--- src/pcrb_pkg.sv ---
package pcrb_pkg;

    // ------------------------------------------------------------------
    // Register map
    // ------------------------------------------------------------------
    localparam logic [7:0] ADDR_PROTECTION_CONFIG_1 = 8'h00;
    localparam logic [7:0] ADDR_PROTECTION_CONFIG_2 = 8'h01;
    localparam logic [7:0] ADDR_PROTECTION_CONFIG_3 = 8'h02;
    localparam logic [7:0] ADDR_RAMP_RATE_CONFIG = 8'h03;
    localparam logic [7:0] ADDR_PHASE_AND_SWITCH_FREQ_CONFIG = 8'h04;
    localparam logic [7:0] ADDR_ON_DELAY = 8'h05;
    localparam logic [7:0] ADDR_OFF_DELAY = 8'h06;
    localparam logic [7:0] ADDR_OUTPUT_VOLTAGE_SETPOINT = 8'h07;
    localparam logic [7:0] ADDR_LOAD_LINE_CURRENT_LIMIT = 8'h08;
    localparam logic [7:0] ADDR_DUTY_CAP = 8'h09;
    localparam logic [7:0] ADDR_FILTER_DENOMINATOR_1 = 8'h0A;
    localparam logic [7:0] ADDR_FILTER_DENOMINATOR_2 = 8'h0B;
    localparam logic [7:0] ADDR_FILTER_DENOMINATOR_3 = 8'h0C;
    localparam logic [7:0] ADDR_FILTER_NUMERATOR_0_LOW = 8'h0D;
    localparam logic [7:0] ADDR_FILTER_NUMERATOR_0_HIGH = 8'h0E;
    localparam logic [7:0] ADDR_FILTER_NUMERATOR_1_LOW = 8'h0F;
    localparam logic [7:0] ADDR_FILTER_NUMERATOR_1_HIGH = 8'h10;
    localparam logic [7:0] ADDR_FILTER_NUMERATOR_2_LOW = 8'h11;
    localparam logic [7:0] ADDR_FILTER_NUMERATOR_2_HIGH = 8'h12;
    localparam logic [7:0] ADDR_FILTER_NUMERATOR_3_BYTE_A = 8'h13;
    localparam logic [7:0] ADDR_FILTER_NUMERATOR_3_BYTE_B = 8'h14;
    localparam logic [7:0] ADDR_OPERATION_CONTROL = 8'h15;
    localparam logic [7:0] ADDR_CONDITION_FLAGS = 8'h16;
    localparam logic [7:0] ADDR_OUTPUT_VOLTAGE_READING = 8'h17;
    localparam logic [7:0] ADDR_OUTPUT_CURRENT_READING = 8'h18;
    localparam logic [7:0] ADDR_TEMPERATURE_READING = 8'h19;

    // Number of setup registers, 00h through 14h.
    localparam int SETUP_COUNT = 21;

    // ------------------------------------------------------------------
    // Power-up defaults and implemented-bit masks
    // ------------------------------------------------------------------
    localparam logic [7:0] RST_PROTECTION_CONFIG = 8'h00;
    localparam logic [7:0] RST_RAMP_RATE_CONFIG = 8'h08;
    localparam logic [7:0] RST_PHASE_AND_SWITCH_FREQ = 8'h00;
    localparam logic [7:0] RST_ON_DELAY = 8'h00;
    localparam logic [7:0] RST_OFF_DELAY = 8'h00;
    localparam logic [7:0] RST_OUTPUT_VOLTAGE_SETPOINT = 8'h00;
    localparam logic [7:0] RST_LOAD_LINE_CURRENT_LIMIT = 8'h00;
    localparam logic [7:0] RST_DUTY_CAP = 8'h00;
    localparam logic [7:0] RST_FILTER_COEFF = 8'h00;
    localparam logic [7:0] RST_OPERATION_CONTROL = 8'h00;
    localparam logic [7:0] MASK_FULL = 8'hFF;
    localparam logic [7:0] MASK_RAMP_RATE_CONFIG = 8'h7F;
    localparam logic [7:0] MASK_OFF_DELAY = 8'h3F;
    localparam logic [7:0] READ_UNMAPPED = 8'h00;

    // ------------------------------------------------------------------
    // Setpoint decoding, voltages in units of 0.1 mV
    // ------------------------------------------------------------------
    localparam logic [7:0] SP_FINE_LAST = 8'h78;      // Code 120.
    localparam logic [7:0] SP_MID_FIRST = 8'h79;      // Code 121.
    localparam logic [7:0] SP_MID_LAST = 8'hFA;       // Code 250.
    localparam logic [7:0] SP_COARSE_FIRST = 8'hFB;   // Code 251.
    localparam logic [15:0] SP_FINE_BASE = 16'h1388;   // 0.5000 V.
    localparam logic [15:0] SP_FINE_STEP = 16'h007D;   // 12.5 mV.
    localparam logic [15:0] SP_MID_BASE = 16'h4F1A;    // 2.025 V.
    localparam logic [15:0] SP_MID_STEP = 16'h00FA;    // 25 mV.
    localparam logic [15:0] SP_COARSE_BASE = 16'hCF08; // 5.3 V.
    localparam logic [15:0] SP_COARSE_STEP = 16'h01F4; // 50 mV.

    // Load regulation slope sits in the low nibble of the limit register.
    localparam int LOAD_SLOPE_LSB = 0;
    localparam int LOAD_SLOPE_WIDTH = 4;

    // ------------------------------------------------------------------
    // Carriers
    // ------------------------------------------------------------------
    typedef struct packed {
        logic wr;
        logic rd;
        logic [7:0] addr;
        logic [7:0] wdata;
    } pcrb_req_t;

    typedef struct packed {
        logic ack;
        logic [7:0] rdata;
    } pcrb_rsp_t;

    typedef struct packed {
        logic [7:0] flags;
        logic [7:0] voltage;
        logic [7:0] current;
        logic [7:0] temperature;
    } pcrb_telemetry_t;

    typedef struct packed {
        logic [SETUP_COUNT-1:0][7:0] setup;
        logic [7:0] run_ctrl;
    } pcrb_config_t;

endpackage : pcrb_pkg

--- src/pcrb_register_bank.sv ---
// Operation
// Protection configs 00h-02h, ramp tracking 03h, interleave/frequency 04h.
// On delay 05h, off delay 06h, setpoint 07h, current limit 08h, duty 09h.
// Denominators at 0Ah-0Ch, numerator byte pairs at 0Dh-14h.
// Run control 15h, status 16h, voltage/current/temperature 17h-19h.
// All may change while running except coefficients, frequency, duty cap.
// Setpoint is full 8-bit read/write, resets to zero; 00h is 0.5V.
// Setpoint code picks one of 256 levels from 0.5 V to 5.5 V.
// Three bands: 12.5 mV, 25 mV and 50 mV steps.
// Unimplemented bits read zero whatever was written.
// Host programs delays and slew rates through on, off and ramp registers.
// Nonzero load regulation lowers the output as current rises.
// Host groups parallel converters on one bus before margining them.
// Setup registers load defaults at power-up; writes overwrite them.
// Codes 0-120 fine, 121-250 medium from 2.025V, 251-255 coarse from 5.3V.
// Locked-register writes while output is on leave values unchanged.
module pcrb_register_bank
    import pcrb_pkg::*;
(
    input wire logic clk,
    input wire logic reset,
    input pcrb_req_t req,
    output pcrb_rsp_t rsp,
    input wire logic output_on,
    input pcrb_telemetry_t telemetry,
    output pcrb_config_t config_out,
    output logic [15:0] target_tenth_mv
);

    // ------------------------------------------------------------------
    // State
    // ------------------------------------------------------------------
    typedef struct packed {
        logic [SETUP_COUNT-1:0][7:0] setup;
        logic [7:0] run_ctrl;
        logic [1:0] on_sync;
        logic [1:0][$bits(pcrb_telemetry_t)-1:0] tel_sync;
        logic ack;
        logic [7:0] rdata;
    } pcrb_state_t;

    pcrb_state_t state_reg;
    pcrb_state_t state_next;
    pcrb_telemetry_t tel_now;
    logic running;

    // ------------------------------------------------------------------
    // Helpers
    // ------------------------------------------------------------------
    // True for registers that may change only while the output is off.
    function automatic logic pcrb_locked(input logic [7:0] a);
        pcrb_locked = (a == ADDR_PHASE_AND_SWITCH_FREQ_CONFIG) ||
                      (a == ADDR_DUTY_CAP) ||
                      ((a >= ADDR_FILTER_DENOMINATOR_1) &&
                       (a <= ADDR_FILTER_NUMERATOR_3_BYTE_B));
    endfunction : pcrb_locked

    // Implemented bits of each setup register.
    function automatic logic [7:0] pcrb_mask(input logic [7:0] a);
        unique case (a)
            ADDR_RAMP_RATE_CONFIG: pcrb_mask = MASK_RAMP_RATE_CONFIG;
            ADDR_OFF_DELAY: pcrb_mask = MASK_OFF_DELAY;
            default: pcrb_mask = MASK_FULL;
        endcase
    endfunction : pcrb_mask

    // Power-up default of each setup register.
    function automatic logic [7:0] pcrb_default(input logic [7:0] a);
        unique case (a)
            ADDR_PROTECTION_CONFIG_1,
            ADDR_PROTECTION_CONFIG_2,
            ADDR_PROTECTION_CONFIG_3: pcrb_default = RST_PROTECTION_CONFIG;
            ADDR_RAMP_RATE_CONFIG: pcrb_default = RST_RAMP_RATE_CONFIG;
            ADDR_PHASE_AND_SWITCH_FREQ_CONFIG:
                pcrb_default = RST_PHASE_AND_SWITCH_FREQ;
            ADDR_ON_DELAY: pcrb_default = RST_ON_DELAY;
            ADDR_OFF_DELAY: pcrb_default = RST_OFF_DELAY;
            ADDR_OUTPUT_VOLTAGE_SETPOINT:
                pcrb_default = RST_OUTPUT_VOLTAGE_SETPOINT;
            ADDR_LOAD_LINE_CURRENT_LIMIT:
                pcrb_default = RST_LOAD_LINE_CURRENT_LIMIT;
            ADDR_DUTY_CAP: pcrb_default = RST_DUTY_CAP;
            default: pcrb_default = RST_FILTER_COEFF;
        endcase
    endfunction : pcrb_default

    // Builds the full power-up image of the setup registers.
    function automatic logic [SETUP_COUNT-1:0][7:0] pcrb_defaults();
        logic [SETUP_COUNT-1:0][7:0] img;
        img = '0;
        for (int i = 0; i < SETUP_COUNT; i++)
        begin
            img[i] = pcrb_default(8'(i)) & pcrb_mask(8'(i));
        end
        pcrb_defaults = img;
    endfunction : pcrb_defaults

    // Constant power-up image, so the reset branch loads only a constant.
    localparam logic [SETUP_COUNT-1:0][7:0] SETUP_DEFAULTS = pcrb_defaults();

    // ------------------------------------------------------------------
    // Synchronised inputs
    // ------------------------------------------------------------------
    // Only the second stage of each synchroniser is used.
    assign running = state_reg.on_sync[1];
    assign tel_now = pcrb_telemetry_t'(state_reg.tel_sync[1]);

    // ------------------------------------------------------------------
    // Register access
    // ------------------------------------------------------------------
    // Writes land in the next state; reads answer one cycle later.
    always_comb
    begin
        state_next = state_reg;
        state_next.on_sync = {state_reg.on_sync[0], output_on};
        state_next.tel_sync = {state_reg.tel_sync[0], telemetry};
        state_next.ack = req.wr || req.rd;
        state_next.rdata = state_reg.rdata;

        // Setup registers 00h-14h take writes unless locked while on.
        if (req.wr)
        begin
            if (req.addr <= ADDR_FILTER_NUMERATOR_3_BYTE_B)
            begin
                if (!(pcrb_locked(req.addr) && running))
                begin
                    state_next.setup[req.addr[4:0]] =
                        req.wdata & pcrb_mask(req.addr);
                end
            end
            else if (req.addr == ADDR_OPERATION_CONTROL)
            begin
                state_next.run_ctrl = req.wdata;
            end
        end

        // Read multiplexer; unmapped reads return 00h, write-only cycles keep rdata.
        if (req.rd)
        begin
            if (req.addr <= ADDR_FILTER_NUMERATOR_3_BYTE_B)
            begin
                state_next.rdata = state_reg.setup[req.addr[4:0]];
            end
            else
            begin
                unique case (req.addr)
                    ADDR_OPERATION_CONTROL:
                        state_next.rdata = state_reg.run_ctrl;
                    ADDR_CONDITION_FLAGS:
                        state_next.rdata = tel_now.flags;
                    ADDR_OUTPUT_VOLTAGE_READING:
                        state_next.rdata = tel_now.voltage;
                    ADDR_OUTPUT_CURRENT_READING:
                        state_next.rdata = tel_now.current;
                    ADDR_TEMPERATURE_READING:
                        state_next.rdata = tel_now.temperature;
                    default: state_next.rdata = READ_UNMAPPED;
                endcase
            end
        end
    end

    // Registers the whole state; reset loads the power-up defaults.
    always_ff @(posedge clk or posedge reset)
    begin
        if (reset)
        begin
            state_reg <= '0;
            state_reg.setup <= SETUP_DEFAULTS;
            state_reg.run_ctrl <= RST_OPERATION_CONTROL;
        end
        else
        begin
            state_reg <= state_next;
        end
    end

    // ------------------------------------------------------------------
    // Outputs
    // ------------------------------------------------------------------
    assign rsp.ack = state_reg.ack;
    assign rsp.rdata = state_reg.rdata;
    assign config_out.setup = state_reg.setup;
    assign config_out.run_ctrl = state_reg.run_ctrl;

    // Setpoint decoding with droop from the synchronised current reading.
    pcrb_setpoint_decoder u_decoder (
        .clk(clk),
        .reset(reset),
        .code(state_reg.setup[ADDR_OUTPUT_VOLTAGE_SETPOINT[4:0]]),
        .slope(state_reg.setup[ADDR_LOAD_LINE_CURRENT_LIMIT[4:0]]
               [LOAD_SLOPE_LSB +: LOAD_SLOPE_WIDTH]),
        .current(tel_now.current),
        .target_tenth_mv(target_tenth_mv)
    );

endmodule : pcrb_register_bank

--- src/pcrb_setpoint_decoder.sv ---
module pcrb_setpoint_decoder
    import pcrb_pkg::*;
(
    input wire logic clk,
    input wire logic reset,
    input wire logic [7:0] code,
    input wire logic [LOAD_SLOPE_WIDTH-1:0] slope,
    input wire logic [7:0] current,
    output logic [15:0] target_tenth_mv
);

    // ------------------------------------------------------------------
    // State
    // ------------------------------------------------------------------
    typedef struct packed {
        logic [15:0] target;
    } pcrb_dec_state_t;

    pcrb_dec_state_t state_reg;
    pcrb_dec_state_t state_next;
    logic [15:0] nominal;
    logic [15:0] droop;

    // Maps a code onto the three resolution bands.
    function automatic logic [15:0] pcrb_decode(input logic [7:0] c);
        logic [15:0] idx;
        idx = 16'h0000;
        if (c <= SP_FINE_LAST)
        begin
            idx = {8'h00, c};
            pcrb_decode = 16'(SP_FINE_BASE + idx * SP_FINE_STEP);
        end
        else if (c <= SP_MID_LAST)
        begin
            idx = {8'h00, 8'(c - SP_MID_FIRST)};
            pcrb_decode = 16'(SP_MID_BASE + idx * SP_MID_STEP);
        end
        else
        begin
            idx = {8'h00, 8'(c - SP_COARSE_FIRST)};
            pcrb_decode = 16'(SP_COARSE_BASE + idx * SP_COARSE_STEP);
        end
    endfunction : pcrb_decode

    // ------------------------------------------------------------------
    // Decode and droop
    // ------------------------------------------------------------------
    // The target falls with current when a slope is set, never below zero.
    always_comb
    begin
        state_next = state_reg;
        nominal = pcrb_decode(code);
        // Both factors are widened first so the product keeps all 12 bits.
        droop = {4'h0, 12'({8'h00, slope} * {4'h0, current})};
        if (droop >= nominal)
        begin
            state_next.target = 16'h0000;
        end
        else
        begin
            state_next.target = 16'(nominal - droop);
        end
    end

    // Registers the target.
    always_ff @(posedge clk or posedge reset)
    begin
        if (reset)
        begin
            state_reg <= '0;
        end
        else
        begin
            state_reg <= state_next;
        end
    end

    assign target_tenth_mv = state_reg.target;

endmodule : pcrb_setpoint_decoder

--- config.mk ---
export PLATFORM = sky130hd
export DESIGN_NAME = pcrb_register_bank
export DESIGN_NICKNAME = d
export VERILOG_FILES = /design/src/pcrb_pkg.sv /design/src/pcrb_register_bank.sv /design/src/pcrb_setpoint_decoder.sv
export SDC_FILE = /design/constraint.sdc
export NUM_CORES = 1
export LEC_CHECK = 0
export BUFFER_PORTS_ARGS = -buffer_cell sky130_fd_sc_hd__buf_2
export CAP_MARGIN = 10
export CORE_UTILIZATION = 55
export DETAILED_ROUTE_END_ITERATION = 10
export PLACE_DENSITY_LB_ADDON = 0.1
export RECOVER_POWER = 25
export SLEW_MARGIN = 10
export SYNTH_ARGS = -nofsm -noshare
export SYNTH_HDL_FRONTEND = slang
export SYNTH_SLANG_ARGS = --single-unit
export TNS_END_PERCENT = 1
--- constraint.sdc ---
create_clock -name clk -period 12.92 [get_ports clk]
set_clock_uncertainty 0.05 [all_clocks]
set_input_delay 2.584 -clock clk [delete_from_list [all_inputs] [get_ports clk]]
set_output_delay 2.584 -clock clk [all_outputs]
set_load 0.01 [all_outputs]
# == Yosys cells after proc, flatten, opt, wreduce, memory -nomap -nowiden ==
# Cells that the tools add are included.
# word_totals
regBits,267
elab_cells,79
inputBits,53
# op_classes
magnitude_cmp,7
n_mux,14
bitwise,3
n_mul,4
n_addsub,6
reduce_logical,8
n_eq_ne,9
# ops
op,n
bitwise mux 168 bit,1
2-to-1 mux 16 bit,3
2-to-1 mux 8 bit,6
binary-select mux 8 bit (select 5 bit),1
demux 8 bit (select 5 bit),1
"== test 8 x 5 -> 1 bit, second input constant",5
case mux 8 bit (5 select lines),1
"multiplier 8 x 7 -> 15 bit, second input constant",2
"adder 13 x 15 -> 16 bit, first input constant",1
"adder 15 x 16 -> 16 bit, first input constant",1
"adder 16 bit, first input constant",1
"== test 8 x 3 -> 1 bit, second input constant",2
>= comparator 12 x 16 -> 1 bit,1
case mux 8 bit (2 select lines),1
subtractor 16 x 12 -> 16 bit,1
"multiplier 8 x 7 -> 14 bit, second input constant",1
multiplier 4 x 8 -> 12 bit,1
AND 8 bit,1
"== test 8 x 2 -> 1 bit, second input constant",1
"== test 8 x 4 -> 1 bit, second input constant",1
">= comparator 8 x 4 -> 1 bit, second input constant",1
"<= comparator 8 x 5 -> 1 bit, second input constant",1
"<= comparator 8 x 7 -> 1 bit, second input constant",1
"<= comparator 8 bit, second input constant",1
8 further kinds,14

# == Depth between registers and ports, before layout ==
# logic_depth
ltp_word,9
mapped_depth,30
depth_no_buf,28

# == By module ==
# From an unflattened synthesis, not the netlist that was laid out.
# unflattened
cells_unflattened,1506
area_unflattened_um2,17633.2
# modules_own_cells
mod,cells_per_inst,area_per_inst_um2,n_inst
pcrb_register_bank,678,10545.1,1
pcrb_setpoint_decoder,828,7088.0,1

# == Worst setup path after synthesis ==
# OpenSTA, ideal clock, no wires.
# synth_timing
kind,reg2reg
start,"register state_reg, in the netlist config_out[66]"
end,"register u_decoder.state_reg, in the netlist u_decoder.target_tenth_mv[10]"
arrival_ns,7.155
synth_period_minus_slack_ns,7.325
n_path_buf,1
path_slack_ns,5.595
setup_time_ns,0.119
stages_incl_launch_ff,26
path_cell_list,dfrtp_1 inv_1 ha_1 a21boi_0 nand2b_1 xnor2_1 inv_1 ha_1 inv_1 fa_1 fa_1 fa_1 inv_1 ha_1 a21o_2 o31a_2 or4_2 a311oi_1 a21oi_1 ha_1 nand3_1 nor4_1 a21oi_1 nor4b_4 buf_6 nor2_2
# synth_rtl
item,line_no,source
start: declaration,pcrb_register_bank.sv:42,pcrb_state_t state_reg;
start signal: assignment,pcrb_register_bank.sv:174,state_reg <= state_next;
end signal: assignment,pcrb_setpoint_decoder.sv:74,state_reg <= state_next;
end: declaration,pcrb_setpoint_decoder.sv:19,pcrb_dec_state_t state_reg;

==> impl.org <==
** Run status
- The run finished, with violations left.
- The final reports fail on DRC, capacitance limit, slew limit.

** Critical path
- For this design, the slowest cell found on the critical path is sky130_fd_sc_hd__nor4b_4.
- Reg2reg path depth :: 24
- Crit Path Max Fanout :: 14
- The signal on the critical path passes through inv_1, ha_1, a21boi_0, nand2b_1, xnor2_1, inv_1, ha_1, inv_1, fa_1, fa_1, fa_1, inv_1, ha_1, a21o_2, o31a_2, or4_2, a311oi_1, a21oi_1, ha_1, nand3_1, nor4_1, a21oi_1, nor4b_4, nor3_1.
- Start point of the critical path :: config_out[66]$_DFFE_PP0P_
- Levels on crit path :: 24
- Worst stage delay on the critical path :: 0.80 ns
- The worst register-to-register path ends at u_decoder.target_tenth_mv[3]$_DFF_PP0_.
- The cell family contributing the most delay on the critical path is adder cells.
- Together, buffers and inverters on the worst path number 4.
- Flop2flop setup slack :: 4.29 ns
- Critical path capture point type :: flip-flop
- At the worst endpoint, the required time is 13.26 ns.
- STA classifies the critical path startpoint as a flip-flop.
- Type of the worst setup path :: flip-flop to flip-flop
- The worst register-to-register path begins at config_out[66]$_DFFE_PP0P_.
- Termination of the worst setup path :: u_decoder.target_tenth_mv[3]$_DFF_PP0_
- Data on the critical path arrives at its endpoint at 8.96 ns.

** Clock tree
- Maximum buffer depth of the clock tree :: 3
- Count of hold buffers inserted by post-cts repair :: 0
- Count of buffers added by post-CTS timing repair for setup :: 0
- Number of clock buffers inserted by TritonCTS :: 28
- In this run, post-CTS repair resized a total of 0 instances.
- CTS Sinks :: 267
- Clock-pin slew of the registers on the worst-case setup and hold paths :: 0.06 ns
- TritonCTS built the clock tree.
- Root Driver :: sky130_fd_sc_hd__clkbuf_16
- Clock insertion delay at the later pin of the skew report :: 0.55 ns
- In this run the number of H-tree levels came out at 1.

** Timing
- Adding up every negative setup slack in the final design gives 0 ns.
- Portion of the clock cycle consumed by the worst path in the final layout :: 66.78%
- Hold is met by 0.2960 ns.
- Transition time of the tightest slew-check pin :: 5.203 ns
- Maximum clock rate :: 115.9 MHz
- Setup repair after global routing left no endpoint under its margin.
- Final hold viol count :: 0
- The number of pins exceeding their max-slew limit in the final report came to 119.
- The smallest clock period supported by the final layout is computed as 8.628 ns.
- Number of failing setup endpoints in the final timing report :: 0
- Max_slew headroom :: -248.8%

** Placed design
- GPL Wtd Cong :: 0.8876
- Half-perimeter wire length of the detailed placement result :: 34.72 mm
- Buffers placed on the I/O ports in this run total 253.
- The placed instances occupy a cell area of 0.01893 mm^2.

** Synthesis
- Share of async-settable or async-resettable flops after synthesis :: 100.0%
- Largest cells by area after synthesis :: sky130_fd_sc_hd__dfrtp_1 38%, sky130_fd_sc_hd__mux2_2 11%, sky130_fd_sc_hd__ha_1 11%
- Synth top area share :: 38.45%
- A synthesized cell averages 11.69 um^2.
- Number of warnings reported in the yosys synthesis log :: 0
- The most used flip-flop cell after synthesis is sky130_fd_sc_hd__dfrtp_1.
- Most frequent cells after synthesis :: 266 x sky130_fd_sc_hd__dfrtp_1, 165 x sky130_fd_sc_hd__mux2_2, 147 x sky130_fd_sc_hd__ha_1
- Total nets after synthesis :: 1748
- Count of mapped cells out of synthesis :: 1481
- The synthesized design contains 267 register bits.
- In this run, distinct cell masters in the synthesized netlist total 87.
- The synthesized design spends more area on one cell type than any other, namely sky130_fd_sc_hd__dfrtp_1.
- Combined area of all synthesized cells :: 0.01731 mm^2
- Sequential fraction of the synthesis area :: 38.60%
- By instance count, the leading cell after synthesis is sky130_fd_sc_hd__dfrtp_1.
- The synthesized design contains 0 enable-type register cells.

** Floorplanning
- The floorplan step set the die width to 179.4 um.
- The initialized floorplan defines 64 standard-cell rows.
- Die area :: 0.03219 mm^2
- Pin placement for this block handled 254 I/O pins.
- The die is 179.4 um tall.
- Std-Cell Core Area :: 0.03075 mm^2
- Initial core utilization :: 56.30%

** Worst hold path
- Tightest Hold Check Type :: flip-flop to flip-flop

** Detailed routing
- Wires add up to 45.91 mm.
- Vias per std cell :: 5.781
- Before antenna repair, the detailed router went through 10 iterations.
- Routed length per instance :: 21.52 um
- Total DRC errors in the routed layout :: 10
- After the first detailed-routing iteration, the DRC count stood at 839.
- In this run the remaining antenna-violating nets after routing total 0.
- DR vias :: 12330

** GRT
- In the global route stage, overall resource usage came out at 28.78%.
- The number of global-route vias before repair came to 12640.
- Pin count of the biggest net entering global routing :: 119
- Antenna violations before repair :: 2
- The first global-routing pass estimated 72.19 mm of wire.
- For this run the aggregate overflow at the end of global routing stands at 0.

** Power
- Dividing total power by cell area gives a power density of 200.8 mW/mm^2.
- Worst vdd rail ir drop :: 0.1795 mV
- Post-layout total power :: 0.003979 W
- Cell leakage power :: 9.978 nW

** Final layout
- Total Nets Final :: 1985
- Of the cells placed in the final design, the portion with a size suffix greater than 1 is 31.91%.
- After routing the design area is 0.01981 mm^2.
- Area delta synth->final :: 14.44%

** Flow run
- Max-cap violations in this run came to 1.
==> layer usage <==
layer,GRT usage [%],routed length (um)
met4,10.28,1580
met2,47.17,21950
met5,0,8
met3,5.348,2814
met1,38.49,19550
==> stage by stage <==
step | utilization [%] | cells | worst slack [ns]
global route | 64.43 | 2133 | 3.758
detailed placement | 61.56 | 2084 | 4.303
CTS | 64.45 | 2132 | 4.300
finish | 64.43 | 2133 | 4.292
global placement | 61.56 | 2084 | 4.651
floorplan | - | 1481 | 2.934
==> registers in the layout, summed over array words and instances (netlist names) <==
signal and flops:
config_out 176, rsp 9, running 1, state_next 33, tel_now 32, u_decoder.target_tenth_mv 16
==> worst min-delay path by stage <==
stage | start | to | slack (ns) | cells past startpoint
after detailed placement | state_next[51]$_DFF_PP0_ | tel_now[10]$_DFF_PP0_ | 0.28 | 0
final | state_next[51]$_DFF_PP0_ | tel_now[10]$_DFF_PP0_ | 0.30 | 0
after floorplan | state_next[74]$_DFF_PP0_ | running$_DFF_PP0_ | 0.28 | 0
after global routing | state_next[57]$_DFF_PP0_ | tel_now[16]$_DFF_PP0_ | 0.30 | 0
after global placement | state_next[66]$_DFF_PP0_ | tel_now[25]$_DFF_PP0_ | 0.28 | 0
after CTS | state_next[51]$_DFF_PP0_ | tel_now[10]$_DFF_PP0_ | 0.30 | 0
==> layout make-up <==
type                    count  area (um^2)
inverters                 127        478.0
clock buffers              40        805.8
clock inverters             8        82.58
diodes                      1        2.502
flip-flops and latches    267         6683
well taps                 396        495.5
multi-input cells        1034         9952
repair buffers            260         1314
fillers                  2512        10940
==> cell usage in the layout, fill, tap and decap left out, drive strengths merged, types with 16 or more instances in the layout <==
master / n
nand2b: 16
inv: 127
nand3: 32
xnor2: 59
xor2: 30
and2: 18
o21ai: 41
mux4: 45
nor3: 26
o21a: 17
nor2: 74
clkbuf: 44
fa: 67
ha: 147
nand2: 90
dfrtp: 266
mux2: 165
buf: 256
a21oi: 45
==> cells by family after synthesis <==
logic type               after synthesis  share of synthesized area, %
AND/OR/NAND/NOR                      307                         8.875
adder cells (fa/ha/maj)              214                         18.37
AO/OA/AOI/OAI                        206                         8.506
multiplexers                         218                         17.05
XOR/XNOR                              89                         4.611
buffers and inverters                180                         3.989
flip-flops                           267                         38.60
==> report_power, final <==
| part | leakage [nW] | internal (W) | switching [W] |
|---|---|---|---|
| sequential | 3.47 | 0.000900 | 0.0000258 |
| clock | 0.437 | 0.000451 | 0.000325 |
| combinational | 6.07 | 0.000952 | 0.00132 |
| total | 9.98 | 0.00230 | 0.00167 |
(Power assumes the default switching activity.)
